===== src/hw/apr_pkg.sv =====
// shared constants and types for the parallel read port host controller
package apr_pkg;
  // ==========================================================================
  // bus geometry
  localparam int BUS_W = 16;
  localparam int RES_W = 18;
  localparam int CHAN_W = 3;
  localparam int WORD_W = CHAN_W + RES_W;
  localparam int NUM_CHAN = 8;
  localparam int FRAMES = 2 * NUM_CHAN;
  localparam int FIFO_DEPTH = 8;
  localparam int ADDR_W = 7;
  localparam int RDAT_W = 8;
  localparam int OS_W = 3;
  // ==========================================================================
  // command and read frame field positions on the 16 bus lines, and strap pin values
  localparam int CMD_RW_BIT = 15;
  localparam int CMD_ADDR_LSB = 8;
  localparam int FR2_BIT1_LINE = 15;
  localparam int FR2_BIT0_LINE = 14;
  localparam logic CMD_READ = 1'b1;
  localparam logic CMD_WRITE = 1'b0;
  localparam logic [BUS_W-1:0] EXIT_WORD = 16'h0000;
  localparam logic [OS_W-1:0] OS_SOFTWARE = 3'h7;
  localparam logic [OS_W-1:0] OS_NONE = 3'h0;
  localparam logic PAR_SELECT = 1'b0;
  // ==========================================================================
  // timing
  localparam int CLK_MHZ = 100;
  localparam int T_STROBE_LOW_NS = 30;
  localparam int T_STROBE_HIGH_NS = 20;
  localparam int STROBE_LOW_CYC = (T_STROBE_LOW_NS * CLK_MHZ + 999) / 1000;
  localparam int STROBE_HIGH_CYC = (T_STROBE_HIGH_NS * CLK_MHZ + 999) / 1000;
  localparam int TMR_W = 4;
  localparam logic [TMR_W-1:0] LOW_LOAD = TMR_W'(STROBE_LOW_CYC - 1);
  localparam logic [TMR_W-1:0] HIGH_LOAD = TMR_W'(STROBE_HIGH_CYC - 1);
  // ==========================================================================
  // states and operations
  typedef enum logic [2:0] {
    APR_IDLE, APR_WAIT_FALL, APR_GUARD, APR_RD_LOW, APR_RD_HIGH,
    APR_PUSH, APR_WR_LOW, APR_WR_HIGH
  } apr_state_type;
  typedef enum logic [1:0] {
    APR_OP_ADC, APR_OP_RREAD, APR_OP_RWRITE, APR_OP_EXIT
  } apr_op_type;
endpackage : apr_pkg


===== src/hw/apr_stream_if.sv =====
// valid/ready stream carrier between the controller and its fifo
`timescale 1ns/100ps
interface apr_stream_if #(
  parameter int W = 21
);
  logic valid;
  logic ready;
  logic [W-1:0] data;
  modport src (output valid, output data, input ready);
  modport snk (input valid, input data, output ready);
endinterface : apr_stream_if


===== src/hw/apr_fifo.sv =====
// synchronous fifo with valid/ready on both sides
`timescale 1ns/100ps
module apr_fifo #(
  parameter int W = 21,
  parameter int DEPTH = 8
) (
  // clock and reset
  input wire logic clk_i,
  input wire logic rst_i,
  // streams
  apr_stream_if.snk in_s,
  apr_stream_if.src out_s
);
  localparam int PW = $clog2(DEPTH);
  localparam logic [PW:0] FULL_CNT = (PW+1)'(DEPTH);
  localparam logic [PW-1:0] LAST_PTR = PW'(DEPTH - 1);

  logic [W-1:0] mem_q [DEPTH];
  logic [PW-1:0] wp_q, wp_d, rp_q, rp_d;
  logic [PW:0] cnt_q, cnt_d;
  logic push, pop;

  // ==========================================================================
  // handshakes: full and empty come straight from the count
  assign in_s.ready = (cnt_q != FULL_CNT);
  assign out_s.valid = (cnt_q != '0);
  assign out_s.data = mem_q[rp_q];
  assign push = in_s.valid && in_s.ready;
  assign pop = out_s.valid && out_s.ready;

  // pointer and count next values, wrap handles non power of two depth
  always_comb begin
    wp_d = wp_q;
    rp_d = rp_q;
    cnt_d = cnt_q;
    if (push) begin
      wp_d = (wp_q == LAST_PTR) ? '0 : wp_q + 1'b1;
    end
    if (pop) begin
      rp_d = (rp_q == LAST_PTR) ? '0 : rp_q + 1'b1;
    end
    if (push && !pop) begin
      cnt_d = cnt_q + 1'b1;
    end else if (pop && !push) begin
      cnt_d = cnt_q - 1'b1;
    end
  end

  always_ff @(posedge clk_i) begin
    if (rst_i) begin
      wp_q <= '0;
      rp_q <= '0;
      cnt_q <= '0;
    end else begin
      wp_q <= wp_d;
      rp_q <= rp_d;
      cnt_q <= cnt_d;
    end
  end

  // storage, no reset needed since valid gates every read
  always_ff @(posedge clk_i) begin
    if (push) begin
      mem_q[wp_q] <= in_s.data;
    end
  end
endmodule : apr_fifo


===== src/hw/apr_host.sv =====
// host controller that drives the converter's parallel port
`timescale 1ns/100ps
// Function
// - host holds interface select low to use the parallel port
// - chip select may stay low, reads then use read strobe alone
// - read after busy falls or previous results while busy high
// - read begun with busy low may continue into next conversion
// - results update at busy fall; never read at that instant
// - reads started while busy high finish before busy falls
// - register read command: top bit one, address on next seven
// - all lines low for one write cycle leaves register mode
module apr_host (
  // clock and reset
  input wire logic clk_i,
  input wire logic rst_i,
  // converter pins
  output logic cs_n_o,
  output logic rd_n_o,
  output logic wr_n_o,
  output logic [apr_pkg::BUS_W-1:0] parallel_bus_lines_o,
  output logic parallel_bus_lines_oe_o,
  input wire logic [apr_pkg::BUS_W-1:0] parallel_bus_lines_i,
  input wire logic busy_i,
  input wire logic first_channel_flag_i,
  output logic interface_select_o,
  output logic [apr_pkg::OS_W-1:0] oversample_select_pins_o,
  // static options
  input wire logic software_mode_i,
  input wire logic tie_cs_rd_i,
  // command port
  input wire logic adc_start_i,
  input wire logic reg_req_i,
  input wire logic reg_write_i,
  input wire logic [apr_pkg::ADDR_W-1:0] reg_addr_i,
  input wire logic [apr_pkg::RDAT_W-1:0] reg_wdata_i,
  input wire logic exit_req_i,
  output logic cmd_ready_o,
  output logic done_o,
  output logic [apr_pkg::RDAT_W-1:0] reg_rdata_o,
  output logic reg_mode_o,
  output logic sync_err_o,
  input wire logic clear_err_i,
  // result stream, word is {channel, result}
  output logic res_valid_o,
  input wire logic res_ready_i,
  output logic [apr_pkg::WORD_W-1:0] res_data_o
);
  import apr_pkg::*;

  apr_state_type state_q, state_d;
  apr_op_type op_q, op_d;
  logic [TMR_W-1:0] tmr_q, tmr_d;
  logic [4:0] frame_q, frame_d;
  logic [RES_W-1:0] res_q, res_d;
  logic cs_n_q, cs_n_d, rd_n_q, rd_n_d, wr_n_q, wr_n_d;
  logic [BUS_W-1:0] db_q, db_d;
  logic oe_q, oe_d;
  logic reg_mode_q, reg_mode_d;
  logic [RDAT_W-1:0] rdata_q, rdata_d;
  logic done_q, done_d;
  logic err_q, err_d;
  logic busy_q;
  logic tmr_zero, err_set;

  apr_stream_if #(.W(WORD_W)) fill_s ();
  apr_stream_if #(.W(WORD_W)) drain_s ();

  // ==========================================================================
  // static straps; the host never uses the serial side
  assign interface_select_o = PAR_SELECT;
  // register access is only offered in software mode
  assign oversample_select_pins_o =
    software_mode_i ? OS_SOFTWARE : OS_NONE;

  // ==========================================================================
  // pin outputs
  // with chip select tied to read, the read strobe doubles as select
  assign cs_n_o = tie_cs_rd_i ? rd_n_q : cs_n_q;
  assign rd_n_o = rd_n_q;
  assign wr_n_o = wr_n_q;
  assign parallel_bus_lines_o = db_q;
  assign parallel_bus_lines_oe_o = oe_q;
  assign done_o = done_q;
  assign reg_rdata_o = rdata_q;
  assign reg_mode_o = reg_mode_q;
  assign sync_err_o = err_q;
  assign cmd_ready_o = (state_q == APR_IDLE);
  assign tmr_zero = (tmr_q == '0);

  // fifo fill side: the push state stalls until there is room
  assign fill_s.valid = (state_q == APR_PUSH);
  assign fill_s.data = {frame_q[3:1], res_q};
  assign res_valid_o = drain_s.valid;
  assign res_data_o = drain_s.data;
  assign drain_s.ready = res_ready_i;

  apr_fifo #(.W(WORD_W), .DEPTH(FIFO_DEPTH)) i_apr_fifo (
    .clk_i(clk_i),
    .rst_i(rst_i),
    .in_s(fill_s),
    .out_s(drain_s)
  );

  // ==========================================================================
  // flag check: high only on channel one's first frame
  always_comb begin
    err_set = 1'b0;
    if (state_q == APR_RD_LOW && op_q == APR_OP_ADC && tmr_zero) begin
      err_set = (frame_q == 5'h00) ? !first_channel_flag_i
                                   : first_channel_flag_i;
    end
    // set wins over clear so a mismatch is never lost
    err_d = err_set ? 1'b1 : (clear_err_i ? 1'b0 : err_q);
  end

  // ==========================================================================
  // sequencer next state
  always_comb begin
    state_d = state_q;
    op_d = op_q;
    tmr_d = tmr_zero ? tmr_q : tmr_q - 1'b1;
    frame_d = frame_q;
    res_d = res_q;
    cs_n_d = cs_n_q;
    rd_n_d = rd_n_q;
    wr_n_d = wr_n_q;
    db_d = db_q;
    oe_d = oe_q;
    reg_mode_d = reg_mode_q;
    rdata_d = rdata_q;
    done_d = 1'b0;
    case (state_q)
      APR_IDLE: begin
        cs_n_d = 1'b1;
        rd_n_d = 1'b1;
        wr_n_d = 1'b1;
        oe_d = 1'b0;
        // no conversion data can be read while in register mode
        if (adc_start_i && !reg_mode_q) begin
          op_d = APR_OP_ADC;
          // never start while busy is high: wait for fresh results
          state_d = busy_i ? APR_WAIT_FALL : APR_GUARD;
        end else if (reg_req_i && software_mode_i && !tie_cs_rd_i) begin
          op_d = reg_write_i ? APR_OP_RWRITE : APR_OP_RREAD;
          db_d = {reg_write_i ? CMD_WRITE : CMD_READ, reg_addr_i,
                  reg_write_i ? reg_wdata_i : 8'h00};
          cs_n_d = 1'b0;
          wr_n_d = 1'b0;
          oe_d = 1'b1;
          tmr_d = LOW_LOAD;
          state_d = APR_WR_LOW;
        end else if (exit_req_i && reg_mode_q && !tie_cs_rd_i) begin
          op_d = APR_OP_EXIT;
          db_d = EXIT_WORD;
          cs_n_d = 1'b0;
          wr_n_d = 1'b0;
          oe_d = 1'b1;
          tmr_d = LOW_LOAD;
          state_d = APR_WR_LOW;
        end
      end
      APR_WAIT_FALL: begin
        // the register update happens on this edge, so stay off it
        if (busy_q && !busy_i) begin
          state_d = APR_GUARD;
        end
      end
      APR_GUARD: begin
        // a read begun here may run on past the next conversion start
        cs_n_d = 1'b0;
        rd_n_d = 1'b0;
        frame_d = 5'h00;
        tmr_d = LOW_LOAD;
        state_d = APR_RD_LOW;
      end
      APR_RD_LOW: begin
        if (tmr_zero) begin
          // sample just before the rising strobe, data is settled
          if (op_q == APR_OP_RREAD) begin
            rdata_d = parallel_bus_lines_i[RDAT_W-1:0];
          end else if (!frame_q[0]) begin
            res_d[RES_W-1:2] = parallel_bus_lines_i;
          end else begin
            res_d[1] = parallel_bus_lines_i[FR2_BIT1_LINE];
            res_d[0] = parallel_bus_lines_i[FR2_BIT0_LINE];
          end
          rd_n_d = 1'b1;
          tmr_d = HIGH_LOAD;
          state_d = APR_RD_HIGH;
        end
      end
      APR_RD_HIGH: begin
        if (tmr_zero) begin
          if (op_q == APR_OP_RREAD) begin
            cs_n_d = 1'b1;
            done_d = 1'b1;
            state_d = APR_IDLE;
          end else if (frame_q[0]) begin
            state_d = APR_PUSH;
          end else begin
            // next fall brings the second frame of the same channel
            frame_d = frame_q + 1'b1;
            rd_n_d = 1'b0;
            tmr_d = LOW_LOAD;
            state_d = APR_RD_LOW;
          end
        end
      end
      APR_PUSH: begin
        if (fill_s.ready) begin
          if (frame_q == 5'(FRAMES - 1)) begin
            // select goes high between bursts; when tied it follows the read strobe, which is high too
            cs_n_d = 1'b1;
            done_d = 1'b1;
            state_d = APR_IDLE;
          end else begin
            frame_d = frame_q + 1'b1;
            rd_n_d = 1'b0;
            tmr_d = LOW_LOAD;
            state_d = APR_RD_LOW;
          end
        end
      end
      APR_WR_LOW: begin
        if (tmr_zero) begin
          // the device latches the command on this rising edge
          wr_n_d = 1'b1;
          tmr_d = HIGH_LOAD;
          state_d = APR_WR_HIGH;
        end
      end
      APR_WR_HIGH: begin
        if (tmr_zero) begin
          // bus is released on the same edge that the read frame's strobe falls, so no contention
          oe_d = 1'b0;
          case (op_q)
            APR_OP_RREAD: begin
              reg_mode_d = 1'b1;
              rd_n_d = 1'b0;
              tmr_d = LOW_LOAD;
              state_d = APR_RD_LOW;
            end
            APR_OP_EXIT: begin
              reg_mode_d = 1'b0;
              cs_n_d = 1'b1;
              done_d = 1'b1;
              state_d = APR_IDLE;
            end
            default: begin
              cs_n_d = 1'b1;
              done_d = 1'b1;
              state_d = APR_IDLE;
            end
          endcase
        end
      end
      default: begin
        state_d = APR_IDLE;
      end
    endcase
  end

  // ==========================================================================
  // state registers
  always_ff @(posedge clk_i) begin
    if (rst_i) begin
      state_q <= APR_IDLE;
      op_q <= APR_OP_ADC;
      tmr_q <= '0;
      frame_q <= '0;
      res_q <= '0;
      cs_n_q <= 1'b1;
      rd_n_q <= 1'b1;
      wr_n_q <= 1'b1;
      db_q <= '0;
      oe_q <= 1'b0;
      reg_mode_q <= 1'b0;
      rdata_q <= '0;
      done_q <= 1'b0;
      err_q <= 1'b0;
      busy_q <= 1'b0;
    end else begin
      state_q <= state_d;
      op_q <= op_d;
      tmr_q <= tmr_d;
      frame_q <= frame_d;
      res_q <= res_d;
      cs_n_q <= cs_n_d;
      rd_n_q <= rd_n_d;
      wr_n_q <= wr_n_d;
      db_q <= db_d;
      oe_q <= oe_d;
      reg_mode_q <= reg_mode_d;
      rdata_q <= rdata_d;
      done_q <= done_d;
      err_q <= err_d;
      busy_q <= busy_i; // edge history for the fall detector
    end
  end
endmodule : apr_host


===== config.mk =====
export PLATFORM = sky130hd
export DESIGN_NAME = apr_host
export DESIGN_NICKNAME = d
export VERILOG_FILES = /design/src/hw/apr_pkg.sv /design/src/hw/apr_stream_if.sv /design/src/hw/apr_fifo.sv /design/src/hw/apr_host.sv
export SDC_FILE = /design/constraint.sdc
export NUM_CORES = 1
export LEC_CHECK = 0
export BUFFER_PORTS_ARGS = -buffer_cell sky130_fd_sc_hd__buf_2
export CORE_ASPECT_RATIO = 1.5
export CORE_MARGIN = 3
export CORE_UTILIZATION = 35
export CTS_BUF_LIST = sky130_fd_sc_hd__clkbuf_4
export CTS_CLUSTER_SIZE = 10
export DETAILED_ROUTE_END_ITERATION = 8
export HOLD_SLACK_MARGIN = 0.12
export PLACE_DENSITY_LB_ADDON = 0.08
export SETUP_SLACK_MARGIN = 0.4
export SYNTH_ARGS = -nofsm -noshare
export SYNTH_HDL_FRONTEND = slang
export SYNTH_SLANG_ARGS = --single-unit
export TNS_END_PERCENT = 20

===== constraint.sdc =====
create_clock -name clk_i -period 9.25 [get_ports clk_i]
set_input_delay 0.925 -clock clk_i [delete_from_list [all_inputs] [get_ports clk_i]]
set_output_delay 0.925 -clock clk_i [all_outputs]
set_load 0.05 [all_outputs]

==> impl_results.md <==
* F_max at 267 MHz
* Worst slew pin tran at between 0.9 and 1 ns
* CTS tree: built
* First-pass GRT wire length at between 30,000 and 40,000 µm
* Pleak at a little over 4 nW
* CTS Buf Count at 56
* Worst slew margin at between 30% and 40%
* # IOs at ~100
* Required @ worst endpoint at about 8.3 ns
* Met2 Track Usage GR at between 20% and 30%
* PwrDens at 251 mW/mm²
* Wirelength per Cell at slightly below 20 µm
* Biggest fanout along the worst timing path at between 40 and 50
* DP HPWL at between 10,000 and 15,000 µm
* Placed instance area at about 0.011 mm²
* Final WS setup at roughly 5.5 ns
* Num Clock Sinks at between 200 and 250
* Synth Area in XOR/XNOR at less than 1%
* Initial Util at 35.7%
* Crit end category: primary output
* Peak supply drop at about 0.17 mV
* Proportion of synthesized area in mux cells at 13.5%
* Post-synth EDFFs at ~170
* Crit Path Class: reg2out
* Top Usage Layer GRT: met2
* CP endpoint: res_data_o[17]
* Overflow after GRT at 0
* Routed vias/inst at between 5 and 6
* Die span in x at about 140 µm
* Die Y at approximately 210 µm
* Synthesized flop and latch total at ~250
* Met3 global-route usage at 3.54%
* Layout cells sized above 1 at 32.8%
* Crit path largest cell delay at approximately 0.68 ns
* Compound-Gate Fraction of Synth Area at about 6.2%
* Main combinational cell family by area after synthesis: multiplexers
* Rows at 75
* Sequential-to-total area share from yosys stat at about 66%
* Iter 0 DRT Violations at around 250
* DRT Pass-1 Iters at 4
* Mapped Cells at ~700
* Syn_nets at around 760
* Synth Area in Simple Gates at about 9.3%
* Reg2reg path depth at 10
* CTS clk-pin slew, worst paths at 0.07 ns
* Main flop type after synthesis: edfxtp_1
* Dpl ws at about 6.1 ns
* Core ar. at 0.0281 mm²
* Clock buffer depth at 3
* Critical-path cell list: buf_4 -> mux4_2 -> mux2_2 -> buf_2
* Total Neg Setup Slack at 0 ns
* Slowest CP cell: buf_4
* Final ANT Viol Nets at 0
* GRT Util Overall at between 10% and 20%
* Post-CTS setup buffers at 0
* Hold Slack at between 0.4 and 0.5 ns
* Period minus WS final at 3.75 ns
* Fin Clk Skew at 0.0228 ns
* Critical Path Start Type: flop
* Die Area at approximately 0.031 mm²
* Hold Crit Class: reg2reg
* WP data arrival at 2.82 ns
* Final Instance Area at between 0.01 and 0.015 mm²
* Vias in the first global route at just under 7,000
* Nets at 882
* Final core utilization at about two fifths
* Post-synth ARST share at 0%
* Post-CTS Resized at 0
* Overall Power at 2.92 mW
* Count of final hold-check violations at 0
* Most frequent cells in the layout: edfxtp_1, buf_2, clkbuf_4
* Mean Syn Cell Area at between 10 and 15 µm²
* FF-to-FF Start: state_q[2]
* Adder-Cell Fraction of Synth Area at about 2.2%
* Port bufs at 99
* Vias at roughly 6,300
* Commonest non-fill, non-tap cell in the layout: edfxtp_1
* Residual DRC at 0
* Final period util at between 40 and 50%
* Netlist cell types at between 60 and 70
* Reg-to-reg critical path endpoint: i_apr_fifo.cnt_q[3]
* GP Congestion at between 0.8 and 0.9
* Largest net degree at the start of global routing at 69
* H-Tree Depth at 2
* Area Overhead vs Synth at 16.0%
* Inst Count DP at about 1,100
* RSZ-0062 raised after global routing: false
* Fin. max-slew vios at 0
* Status: finished clean
* Mapped Area at ~0.01 mm²
* R2R setup slack at roughly 6 ns
* Met1 Use GR at between 10% and 20%
* Ys Warns at 0
* Antenna violations before repair at 2
* Hold Buf Count CTS at 0
* Endpoints failing setup at 0
* Clk_lat worst skew at a little under 0.7 ns
* Max-cap viol count at 0
* Clock root cell: clkbuf_4
* DRT Wirelength at 23,700 µm
* Finished Layout Cells at approximately 1,200
-- state kept, by name, indices dropped and copies added (netlist names), 2 cells and up, named ones only --
register and count:
tmr_q 4, frame_q 5, op_q 2, i_apr_fifo.mem_q 168
i_apr_fifo.cnt_q 4, state_q 3, i_apr_fifo.rp_q 3, res_q 18
parallel_bus_lines_o 16, reg_rdata_o 8, i_apr_fifo.wp_q 3
-- kinds of logic after synthesis --
| logic type | count (synthesis) |
|---|---|
| DFF | 245 |
| and+or+nand+nor | 187 |
| AOI/OAI and AO/OA | 104 |
| muxes | 80 |
| buffers and inverters | 57 |
| adders and majority gates | 17 |
| xor gates and xnor gates | 6 |
| other | 1 |
-- synthesized netlist by cell type, drive strengths merged, types with 5 or more instances --
library cell  number  share of area (%)
nor2              35                1.4
ha                15                1.9
o31ai              5               0.37
nor2b              6               0.37
nand3             23                1.1
nand2b             6               0.37
or3                8               0.55
mux2i             14                1.4
o21ai             18               0.90
dfxtp             77                 15
inv               15               0.56
buf               16               0.94
clkbuf            24               0.90
a21oi             55                2.7
edfxtp           168                 50
nand2             68                2.5
nor4               5               0.31
xnor2              5               0.44
mux2              24                2.7
nor3              13               0.81
nor3b              6               0.50
mux4              42                9.4
-- power breakdown --
group / total, mW / internal, mW / switching, mW
Sequential: 1.28 / 1.21 / 0.0654
Clock: 0.859 / 0.451 / 0.408
Combinational: 0.786 / 0.300 / 0.486
-- worst max-delay path: cells and delay by family, from the launching register on --
kind | cells | cell delay (ns)
buffers and inverters | 2 | 0.90
flip-flops | 1 | 0.32
multiplexers | 2 | 0.89
-- worst min path at each step --
| stage | startpoint | endpoint | slack [ns] | depth (start not counted) |
|---|---|---|---|---|
| floorplan | i_apr_fifo.rp_q[2] | flop | 0.45 | 2 |
| global placement | parallel_bus_lines_o[5] | parallel_bus_lines_o[5] | 0.44 | 2 |
| detailed placement | parallel_bus_lines_o[7] | parallel_bus_lines_o[7] | 0.44 | 2 |
| CTS | parallel_bus_lines_i[12] | res_q[14] | 0.40 | 3 |
| global route | parallel_bus_lines_i[12] | res_q[14] | 0.42 | 3 |
| finish | parallel_bus_lines_o[7] | parallel_bus_lines_o[7] | 0.45 | 2 |
-- final cells by class --
class | count | area, µm²
Antenna cell | 1 | 2.50
Clock buffer | 86 | 646
Clock inverter | 17 | 92.6
Fill cell | 2611 | 16400
Inverter | 17 | 63.8
Multi-Input combinational cell | 395 | 3230
Sequential cell | 245 | 6590
Tap cell | 346 | 433
Timing Repair Buffer | 108 | 563
-- per-layer routing --
metal | vias up | routed length (µm)
met5 | - | 13
met4 | 2 | 883
met3 | 65 | 1060
met2 | 166 | 12700
met1 | 3093 | 9110
li1 | 2945 | -
Note: power is estimated with default switching activity, not from simulation.
